<file path="src/pkg/asbc_consts.vh">
// Constants for the acceleration sample buffer control block.
`ifndef ASBC_CONSTS_VH
`define ASBC_CONSTS_VH
// Register indices; the byte address is four times the index.
`define ASBC_IDX_CONFIG1 6'h26
`define ASBC_IDX_CONFIG2 6'h27
`define ASBC_IDX_CTRL 6'h28
`define ASBC_IDX_STATUS 6'h29
`define ASBC_IDX_DATA_XY 6'h2A
`define ASBC_IDX_DATA_Z 6'h2B
`define ASBC_IDX_IRQ_STAT 6'h2C
`define ASBC_IDX_IRQ_EN 6'h2D
`define ASBC_IDX_IRQ_CLR 6'h2E
// Collection configuration fields.
`define ASBC_CFG_RESET 8'h00
`define ASBC_CFG_ORDER 7
`define ASBC_CFG_MODE_HI 6
`define ASBC_CFG_MODE_LO 5
`define ASBC_CFG_GATE 4
`define ASBC_CFG_TRIG_WB 3
`define ASBC_CFG_TRIG_OB 2
`define ASBC_CFG_TRIG_TILT 0
// Collection modes.
`define ASBC_MODE_OFF 2'h0
`define ASBC_MODE_STREAM 2'h1
`define ASBC_MODE_STOP 2'h2
`define ASBC_MODE_TRIG 2'h3
// Second configuration: watermark and flush strobe.
`define ASBC_WMRK_HI 5
`define ASBC_FLUSH_BIT 7
// Control: sensor active, second pin function, sleep delay count.
`define ASBC_CTRL_ACTIVE 0
`define ASBC_CTRL_PIN2 1
`define ASBC_CTRL_SLP_HI 15
`define ASBC_CTRL_SLP_LO 8
// Status fields.
`define ASBC_ST_OVF 6
`define ASBC_ST_GERR 7
`define ASBC_ST_TRIG 8
`define ASBC_ST_GCNT_LO 16
// Interrupt event bits.
`define ASBC_IRQ_OVF 0
`define ASBC_IRQ_GERR 1
`define ASBC_IRQ_TRIG 2
`define ASBC_IRQ_W 3
// Buffer geometry.
`define ASBC_DEPTH 6'h20
`define ASBC_SAMPLE_W 36
`endif

</file>
<file path="src/design/asbc_sample_mem.v">
// Sample storage array of the acceleration buffer.
`timescale 1ns/1ps
`include "asbc_consts.vh"
module asbc_sample_mem (
  // Clock.
  input wire core_clk,
  // Write side.
  input wire wr_en,
  input wire [4:0] wr_addr,
  input wire [`ASBC_SAMPLE_W-1:0] wr_data,
  // Read side.
  input wire [4:0] rd_addr,
  output wire [`ASBC_SAMPLE_W-1:0] rd_data
);
  reg [`ASBC_SAMPLE_W-1:0] mem [0:31];

  // Store one sample per accepted write; storage needs no reset.
  always @(posedge core_clk) begin
    if (wr_en) begin
      mem[wr_addr] <= wr_data;
    end
  end

  // Read is combinational so the bus sees the current head sample.
  assign rd_data = mem[rd_addr];
endmodule // asbc_sample_mem

</file>
<file path="src/design/asbc_trig_sel.v">
// Trigger source selection for triggered capture.
`timescale 1ns/1ps
`include "asbc_consts.vh"
module asbc_trig_sel (
  // Configuration.
  input wire [7:0] cfg,
  // Detector event pulses.
  input wire evt_within_band,
  input wire evt_outside_band,
  input wire evt_tilt_change,
  // Combined trigger.
  output wire trig_hit
);
  assign trig_hit = (cfg[`ASBC_CFG_TRIG_WB] & evt_within_band) |
                    (cfg[`ASBC_CFG_TRIG_OB] & evt_outside_band) |
                    (cfg[`ASBC_CFG_TRIG_TILT] & evt_tilt_change);
endmodule // asbc_trig_sel

</file>
<file path="src/design/asbc_top.v">
// Acceleration sample buffer control with APB register access.
//
// Our own choice: the APB interface to the registers.
`timescale 1ns/1ps
`include "asbc_consts.vh"
// Behaviour
// - With the order bit clear, samples are read oldest first.
// - With the order bit set, samples are read newest first.
// - Collection configuration writes are ignored while the active or second pin function bit is set.
// - Mode 00 disables the buffer and stores no samples.
// - Stream mode drops the oldest entry when a sample arrives while full.
// - Stop mode rejects samples once full and keeps the contents.
// - Trigger mode runs circularly before a trigger, holding at most watermark samples.
// - After a trigger, at most 32 minus watermark samples are taken, then overflow is set.
// - Overflow and trigger arming clear only on full read-out or flush.
// - Trigger sources are within band, outside band and tilt change, each enabled.
// - With gate clear, a power state transition flushes the buffer.
// - With gate set, a transition while samples are held discards new samples, flags and counts them.
// - The gate error flag stays set until the buffer is emptied.
// - In trigger mode with a nonzero sleep delay count the gate bit is ignored.
module asbc_top (
  // Clock and reset.
  input wire core_clk,
  input wire resetn,
  // APB slave.
  input wire psel,
  input wire penable,
  input wire pwrite,
  input wire [7:0] paddr,
  input wire [31:0] pwdata,
  output reg [31:0] prdata,
  output reg pready,
  output reg pslverr,
  // Sample stream.
  input wire sample_valid,
  input wire [`ASBC_SAMPLE_W-1:0] sample_data,
  // Detector and power state events.
  input wire evt_within_band,
  input wire evt_outside_band,
  input wire evt_tilt_change,
  input wire power_transition,
  // Interrupt.
  output reg irq
);
  ////////////////////////////////////////////////////////////////////////////
  reg [7:0] buffer_collection_config;
  reg [5:0] watermark_level;
  reg sensor_active;
  reg second_pin_function;
  reg [7:0] sleep_delay_count;
  reg [4:0] wr_ptr;
  reg [5:0] count;
  reg [5:0] post_cnt;
  reg triggered;
  reg overflow_flag;
  reg gated;
  reg gate_error;
  reg [7:0] gate_discard_count;
  reg [`ASBC_IRQ_W-1:0] irq_stat;
  reg [`ASBC_IRQ_W-1:0] irq_en;
  reg [4:0] next_wr_ptr;
  reg [5:0] next_count;
  reg mem_we;
  reg [4:0] mem_waddr;
  reg accept;
  reg grow;
  reg [31:0] rd_mux;
  reg rd_hit;
  wire [`ASBC_SAMPLE_W-1:0] head_data;
  wire trig_hit;

  // Bus decode helper.
  function hit;
    input [7:0] addr;
    input [5:0] idx;
    begin
      hit = (addr[7:2] == idx) && (addr[1:0] == 2'h0);
    end
  endfunction

  // Watermark clamped to the buffer depth.
  function [5:0] wmrk_cap;
    input [5:0] w;
    begin
      wmrk_cap = (w > `ASBC_DEPTH) ? `ASBC_DEPTH : w;
    end
  endfunction

  wire [1:0] mode = buffer_collection_config[`ASBC_CFG_MODE_HI:`ASBC_CFG_MODE_LO];
  wire lifo = buffer_collection_config[`ASBC_CFG_ORDER];
  wire [5:0] wmrk = wmrk_cap(watermark_level);
  wire [5:0] post_limit = `ASBC_DEPTH - wmrk;
  wire xfer = psel & penable & pready;
  wire wr_xfer = xfer & pwrite;
  wire pop = xfer & ~pwrite & hit(paddr, `ASBC_IDX_DATA_Z) & (count != 6'h00);
  // A store in the same cycle as the last pop leaves the buffer occupied.
  wire emptied = pop & (count == 6'h01) & ~accept;
  wire sw_flush = wr_xfer & hit(paddr, `ASBC_IDX_CONFIG2) & pwdata[`ASBC_FLUSH_BIT];
  wire gate_on = buffer_collection_config[`ASBC_CFG_GATE] &
                 ~((mode == `ASBC_MODE_TRIG) && (sleep_delay_count != 8'h00));
  wire auto_flush = power_transition & ~gate_on;
  wire flush = sw_flush | auto_flush;
  wire cfg_locked = sensor_active | second_pin_function;
  wire [5:0] head_sum = {1'b0, wr_ptr} - (lifo ? 6'h01 : count);
  wire [4:0] head_idx = head_sum[4:0];
  wire trig_now = (mode == `ASBC_MODE_TRIG) & ~triggered & ~overflow_flag & trig_hit;
  wire discard = sample_valid & (gated | (power_transition & gate_on & (count != 6'h00)));
  wire ovf_set = (accept & triggered & (post_cnt + 6'h01 == post_limit)) |
                 (trig_now & (post_limit == 6'h00));

  ////////////////////////////////////////////////////////////////////////////
  // Trigger source combination.
  asbc_trig_sel u_trig (
    .cfg(buffer_collection_config),
    .evt_within_band(evt_within_band),
    .evt_outside_band(evt_outside_band),
    .evt_tilt_change(evt_tilt_change),
    .trig_hit(trig_hit)
  );

  // Sample storage.
  asbc_sample_mem u_mem (
    .core_clk(core_clk),
    .wr_en(mem_we),
    .wr_addr(mem_waddr),
    .wr_data(sample_data),
    .rd_addr(head_idx),
    .rd_data(head_data)
  );

  ////////////////////////////////////////////////////////////////////////////
  // Decide whether an arriving sample is stored and whether the fill grows.
  always @* begin
    accept = 1'b0;
    grow = 1'b0;
    if (sample_valid && !discard && !flush) begin
      case (mode)
        `ASBC_MODE_OFF: begin
          accept = 1'b0;
        end
        `ASBC_MODE_STREAM: begin
          accept = 1'b1;
          grow = (count != `ASBC_DEPTH) | pop;
        end
        `ASBC_MODE_STOP: begin
          accept = (count != `ASBC_DEPTH);
          grow = 1'b1;
        end
        `ASBC_MODE_TRIG: begin
          if (triggered) begin
            accept = ~overflow_flag & (post_cnt < post_limit);
            grow = 1'b1;
          end else begin
            accept = (wmrk != 6'h00);
            grow = (count < wmrk) | pop;
          end
        end
        default: begin
          accept = 1'b0;
        end
      endcase
    end
  end

  // Pointer and fill updates; a read and a store may share a cycle.
  always @* begin
    next_wr_ptr = wr_ptr;
    next_count = count;
    mem_we = 1'b0;
    mem_waddr = wr_ptr;
    if (pop) begin
      next_count = count - 6'h01;
      if (lifo) begin
        next_wr_ptr = wr_ptr - 5'h01;
      end
    end
    if (accept) begin
      mem_we = 1'b1;
      mem_waddr = next_wr_ptr;
      next_wr_ptr = next_wr_ptr + 5'h01;
      if (grow) begin
        next_count = next_count + 6'h01;
      end
    end
    if (flush) begin
      next_wr_ptr = 5'h00;
      next_count = 6'h00;
    end
  end

  ////////////////////////////////////////////////////////////////////////////
  // Buffer state, trigger arming, overflow and gating.
  always @(posedge core_clk or negedge resetn) begin
    if (!resetn) begin
      wr_ptr <= 5'h00;
      count <= 6'h00;
      post_cnt <= 6'h00;
      triggered <= 1'b0;
      overflow_flag <= 1'b0;
      gated <= 1'b0;
      gate_error <= 1'b0;
      gate_discard_count <= 8'h00;
    end else begin
      wr_ptr <= next_wr_ptr;
      count <= next_count;
      if (flush || emptied) begin
        post_cnt <= 6'h00;
        triggered <= 1'b0;
        overflow_flag <= 1'b0;
        gated <= 1'b0;
        gate_error <= 1'b0;
        gate_discard_count <= 8'h00;
      end else begin
        if (trig_now) begin
          triggered <= 1'b1;
          post_cnt <= 6'h00;
        end else if (accept && triggered) begin
          post_cnt <= post_cnt + 6'h01;
        end
        if (ovf_set) begin
          overflow_flag <= 1'b1;
        end
        if (power_transition && gate_on && (count != 6'h00)) begin
          gated <= 1'b1;
        end
        if (discard) begin
          gate_error <= 1'b1;
          if (gate_discard_count != 8'hFF) begin
            gate_discard_count <= gate_discard_count + 8'h01;
          end
        end
      end
    end
  end

  ////////////////////////////////////////////////////////////////////////////
  // Software registers; writes take effect at the completing edge.
  always @(posedge core_clk or negedge resetn) begin
    if (!resetn) begin
      buffer_collection_config <= `ASBC_CFG_RESET;
      watermark_level <= 6'h00;
      sensor_active <= 1'b0;
      second_pin_function <= 1'b0;
      sleep_delay_count <= 8'h00;
      irq_en <= 3'h0;
    end else if (wr_xfer) begin
      if (hit(paddr, `ASBC_IDX_CONFIG1) && !cfg_locked) begin
        buffer_collection_config <= pwdata[7:0];
      end
      if (hit(paddr, `ASBC_IDX_CONFIG2)) begin
        watermark_level <= pwdata[`ASBC_WMRK_HI:0];
      end
      if (hit(paddr, `ASBC_IDX_CTRL)) begin
        sensor_active <= pwdata[`ASBC_CTRL_ACTIVE];
        second_pin_function <= pwdata[`ASBC_CTRL_PIN2];
        sleep_delay_count <= pwdata[`ASBC_CTRL_SLP_HI:`ASBC_CTRL_SLP_LO];
      end
      if (hit(paddr, `ASBC_IDX_IRQ_EN)) begin
        irq_en <= pwdata[`ASBC_IRQ_W-1:0];
      end
    end
  end

  // Sticky interrupt status; a new event wins over a clear in the same cycle.
  always @(posedge core_clk or negedge resetn) begin
    if (!resetn) begin
      irq_stat <= 3'h0;
      irq <= 1'b0;
    end else begin
      irq_stat <= (irq_stat & ~((wr_xfer && hit(paddr, `ASBC_IDX_IRQ_CLR)) ?
                  pwdata[`ASBC_IRQ_W-1:0] : 3'h0)) |
                  {trig_now, discard & ~gate_error, ovf_set & ~overflow_flag};
      irq <= |(irq_stat & irq_en);
    end
  end

  ////////////////////////////////////////////////////////////////////////////
  // Read multiplexer; unmapped addresses read zero and flag an error.
  always @* begin
    rd_mux = 32'h0000_0000;
    rd_hit = 1'b1;
    if (hit(paddr, `ASBC_IDX_CONFIG1)) begin
      rd_mux = {24'h00_0000, buffer_collection_config};
    end else if (hit(paddr, `ASBC_IDX_CONFIG2)) begin
      rd_mux = {26'h000_0000, watermark_level};
    end else if (hit(paddr, `ASBC_IDX_CTRL)) begin
      rd_mux = {16'h0000, sleep_delay_count, 6'h00, second_pin_function, sensor_active};
    end else if (hit(paddr, `ASBC_IDX_STATUS)) begin
      rd_mux = {8'h00, gate_discard_count, 7'h00, triggered, gate_error,
                overflow_flag, count};
    end else if (hit(paddr, `ASBC_IDX_DATA_XY)) begin
      rd_mux = (count != 6'h00) ? {8'h00, head_data[23:0]} : 32'h0000_0000;
    end else if (hit(paddr, `ASBC_IDX_DATA_Z)) begin
      rd_mux = (count != 6'h00) ? {20'h0_0000, head_data[35:24]} : 32'h0000_0000;
    end else if (hit(paddr, `ASBC_IDX_IRQ_STAT)) begin
      rd_mux = {29'h0000_0000, irq_stat};
    end else if (hit(paddr, `ASBC_IDX_IRQ_EN)) begin
      rd_mux = {29'h0000_0000, irq_en};
    end else if (hit(paddr, `ASBC_IDX_IRQ_CLR)) begin
      rd_mux = 32'h0000_0000;
    end else begin
      rd_hit = 1'b0;
    end
  end

  // APB answer: one wait cycle, then pready for exactly one cycle.
  always @(posedge core_clk or negedge resetn) begin
    if (!resetn) begin
      pready <= 1'b0;
      pslverr <= 1'b0;
      prdata <= 32'h0000_0000;
    end else if (psel && penable && !pready) begin
      pready <= 1'b1;
      pslverr <= ~rd_hit;
      prdata <= pwrite ? 32'h0000_0000 : rd_mux;
    end else begin
      pready <= 1'b0;
      pslverr <= 1'b0;
      prdata <= 32'h0000_0000;
    end
  end
endmodule // asbc_top

</file>
<file path="config.mk">
export PLATFORM = sky130hd
export DESIGN_NAME = asbc_top
export DESIGN_NICKNAME = d
export VERILOG_FILES = /design/src/design/asbc_sample_mem.v /design/src/design/asbc_trig_sel.v /design/src/design/asbc_top.v
export VERILOG_INCLUDE_DIRS = /design/src /design/src/pkg
export SDC_FILE = /design/constraint.sdc
export NUM_CORES = 1
export LEC_CHECK = 0
export BUFFER_PORTS_ARGS = -buffer_cell sky130_fd_sc_hd__buf_2
export CAP_MARGIN = 20
export CORE_ASPECT_RATIO = 0.75
export CORE_MARGIN = 4
export CORE_UTILIZATION = 64
export CTS_BUF_LIST = sky130_fd_sc_hd__clkbuf_16
export CTS_CLUSTER_SIZE = 16
export DETAILED_ROUTE_END_ITERATION = 10
export PLACE_DENSITY = 0.82
export SLEW_MARGIN = 20
export SYNTH_ARGS = -nofsm -noshare
export SYNTH_HDL_FRONTEND = slang
export SYNTH_SLANG_ARGS = --single-unit
</file>
<file path="constraint.sdc">
create_clock -name core_clk -period 16 [get_ports core_clk]
set_input_delay 3.2 -clock core_clk [delete_from_list [all_inputs] [get_ports core_clk]]
set_output_delay 3.2 -clock core_clk [all_outputs]
set_load 0.005 [all_outputs]
</file>
==> run summary <==
Worst-Margin Slew - 1.19 ns
worst hold slack - 0.516 ns
final worst slack - 8.38 ns
pre-CTS WS - 7.90 ns
DRT Wirelength - 132 mm
Post-synth EDFFs - 1152
Skew-Pair Late Insertion Delay - 0.71 ns
Comb pwr share - 0.014
antenna-violating nets left - 0
row count - 87
count of final setup violators - 0
register bit count reported by yosys - 1238
Ports - 121
clock sink count - 1238
ys flop type - edfxtp_1
normalized max-slew margin - 0.202
status - complete, no violations
Power Density - 117 nW/um^2
CTS tree - built
fillers - 4023
drt initial violations - 4307
CP arrival - 7.93 ns
H-tree depth - 3
first-pass GRT wire length - 189 mm
Remaining DRCs - 0
Final HPWL DP - 67.7 mm
Net Switching - 0.00128 W
Post-CTS Hold Fix Bufs - 0
die footprint - 81000 um^2
cell taking the most area after synthesis - edfxtp_1
area grow syn2layout - 12.1%
CP Max Fanout - 29
clk buf depth - 3
Slew Viols, Final - 0
register clock-pin slew on the reported worst setup and hold paths - 0.07 ns
Synth warnings - 0
Final Cycle Share - 0.476
CP endpoint kind - register
post-route minimum period - 7.62 ns
Syn Inst Count - 2258
post-synthesis cell area - 48900 um^2
Pint - 0.00514 W
Root Driver - clkbuf_16
critical path type - in2reg
nets - 2534
Setup TNS - 0 ns
RSZ-0062 raised after global routing - no
Startpoint Class - input port
Hold Vio Cnt, Final - 0
fraction of registers with async set/reset - 0.0695
post-synthesis sequential area ratio - 0.751
leakage - 17.8 nW
part of the power in the clock network - 0.436
final instance area - 54800 um^2
Via density - 7.30
Syn Area/Cell - 21.7 um^2
DRT Pass-1 Iters - 5
post-synth top area share - 0.707
CTS Buf Count - 110
CP required - 16.31 ns
Starting Density - 0.648
postcts setup bufs - 0
PortBufs - 96
largest net degree at the start of global routing - 144
DR WL/cell - 37.1 um
placer congestion estimate - 0.882
GRT Total Usage - 0.332
Reg power frac - 0.550
Final Skew - 0.0488 ns
Sw Share - 0.200
core footprint - 75400 um^2
die extent in y - 247 um
min-delay worst type - reg2reg
total grt overflow - 0
VDD IR max - 0.127 mV
fin cells - 3552
number of max-cap violations - 0
post-synthesis cell type count - 71
Fmax - 131 MHz
vias in the first global route - 25880
Post-DP Area - 51000 um^2
post-CTS sizing - 0
share of cells above drive strength 1 - 0.304
Die Span X - 327 um
initial antenna violation count - 16
Inst Count DP - 3336
vias - 25918
Synth area leaders - edfxtp_1 (71%), mux4_2 (16%), dfrtp_1 (4.4%)
## flip-flops by register name, summed over array words and instances (netlist names), 3 cells and up
register	count
gate_discard_count	8
count	6
sleep_delay_count	8
irq_stat	3
prdata	24
wr_ptr	5
post_cnt	6
buffer_collection_config	8
watermark_level	6
u_mem.mem	1152
irq_en	3
## stage by stage
stage,utilization,total power (W)
after global placement,0.675,0.00368
after CTS,0.726,0.00644
after detailed placement,0.675,0.00369
after global routing,0.726,0.00661
after floorplan,-,0.00363
final,0.727,0.00642
## synth_stat cells, types with 3 or more instances
master and number:
a31oi_1 7, ha_1 21, nor3b_1 5, nor2b_1 10, o22ai_1 4, nor3_1 39
xnor2_1 23, or3_1 9, nand2_1 52, nor4_1 21, clkbuf_1 60, nor4_2 3
dfrtp_1 86, o21a_1 4, or2_2 3, xor2_1 10, nand3b_1 3, o31ai_1 4
nand4_1 5, buf_4 9, a211oi_1 5, inv_1 21, o221a_2 4, mux2_2 36
nand2b_1 8, mux2i_1 39, nor4b_1 3, buf_2 20, and3_1 8, edfxtp_1 1152
a22oi_1 18, or4_1 3, a21oi_1 24, o221ai_1 3, a21o_1 3, nor2_1 59
buf_1 24, nand3_1 29, o21ai_0 30, mux4_2 349
## layout by cell type, fill, tap and decap left out, types with 20 or more instances in the layout
master	instances
xnor2_1	21
mux4_2	349
edfxtp_1	1152
clkinv_2	20
mux2_2	36
ha_1	20
clkbuf_16	112
nand2_1	51
nand3_1	29
nor3_2	24
buf_2	95
a21oi_1	24
nor2_1	53
nor4_1	21
inv_1	36
o21ai_0	29
mux2i_1	39
buf_4	64
clkinv_1	29
dfrtp_1	86
## layout make-up
class | instances | area [um^2] | share of cell area
diodes | 10 | 25.0 | 0.000457
clock buffers | 112 | 2800 | 0.0511
clock inverters | 93 | 996 | 0.0182
inverters | 21 | 78.8 | 0.00144
multi-input cells | 893 | 11900 | 0.217
flip-flops and latches | 1238 | 36700 | 0.670
well taps | 1023 | 1280 | 0.0234
repair buffers | 162 | 1010 | 0.0184
## worst max-delay path: stages
cell and delay [ns]:
buf_2 0.11, or4b_1 0.67, nor4_2 0.70, nand3_1 0.37
nor4_2 0.40, xor2_1 0.38, nand2_1 0.35, nor3_2 0.97
buf_4 0.69
## power by group through the flow
stage | Combinational, W | Clock (W) | Sequential, W
after detailed placement | 0.0000846 | 0 | 0.00361
after global placement | 0.0000773 | 0 | 0.00361
after global routing | 0.0000962 | 0.00298 | 0.00353
final | 0.0000884 | 0.00280 | 0.00354
after floorplan | 0.0000255 | 0 | 0.00361
after CTS | 0.0000865 | 0.00281 | 0.00354
## layer usage
layer / track usage / up-vias / part of all wire / wire length [um]
li1: - / 9837 / - / -
met1: 0.474 / 13498 / 0.36 / 47200
met2: 0.512 / 2253 / 0.47 / 62400
met3: 0.0982 / 322 / 0.14 / 17800
met4: 0.103 / 8 / 0.032 / 4220
met5: 0 / - / 0.0012 / 163
## kinds of logic (layout without fill, tap and decap cells)
group,Yosys count,count (layout),share of synthesized area
other,1,18,0.0000767
adder cells (fa/ha/maj),22,22,0.00578
AO/OA/AOI/OAI,131,131,0.0184
AND/OR/NAND/NOR,274,274,0.0297
buffers and inverters,134,388,0.0115
XOR/XNOR,34,34,0.00624
multiplexers,424,424,0.177
flip-flops,1238,1238,0.751
## path summary, 6_finish.rpt
check	from	endpoint	slack (ns)	depth (start not counted)
max in group asynchronous	resetn	buffer_collection_config[1]$_DFFE_PN0P_	12.85	1
worst max-delay path	paddr[6]	u_mem.mem[25][29]$_DFFE_PP_	8.38	9
min in group asynchronous	resetn	sleep_delay_count[6]$_DFFE_PN0P_	2.59	1
worst min register to register	gate_error$_DFFE_PN0P_	irq_stat[1]$_DFF_PN0_	0.52	1
worst max register to register	count[0]$_DFF_PN0_	prdata[3]$_DFF_PN0_	10.02	9
worst min-delay path	gate_error$_DFFE_PN0P_	irq_stat[1]$_DFF_PN0_	0.52	1
Note: power is estimated with default switching activity, not from simulation.
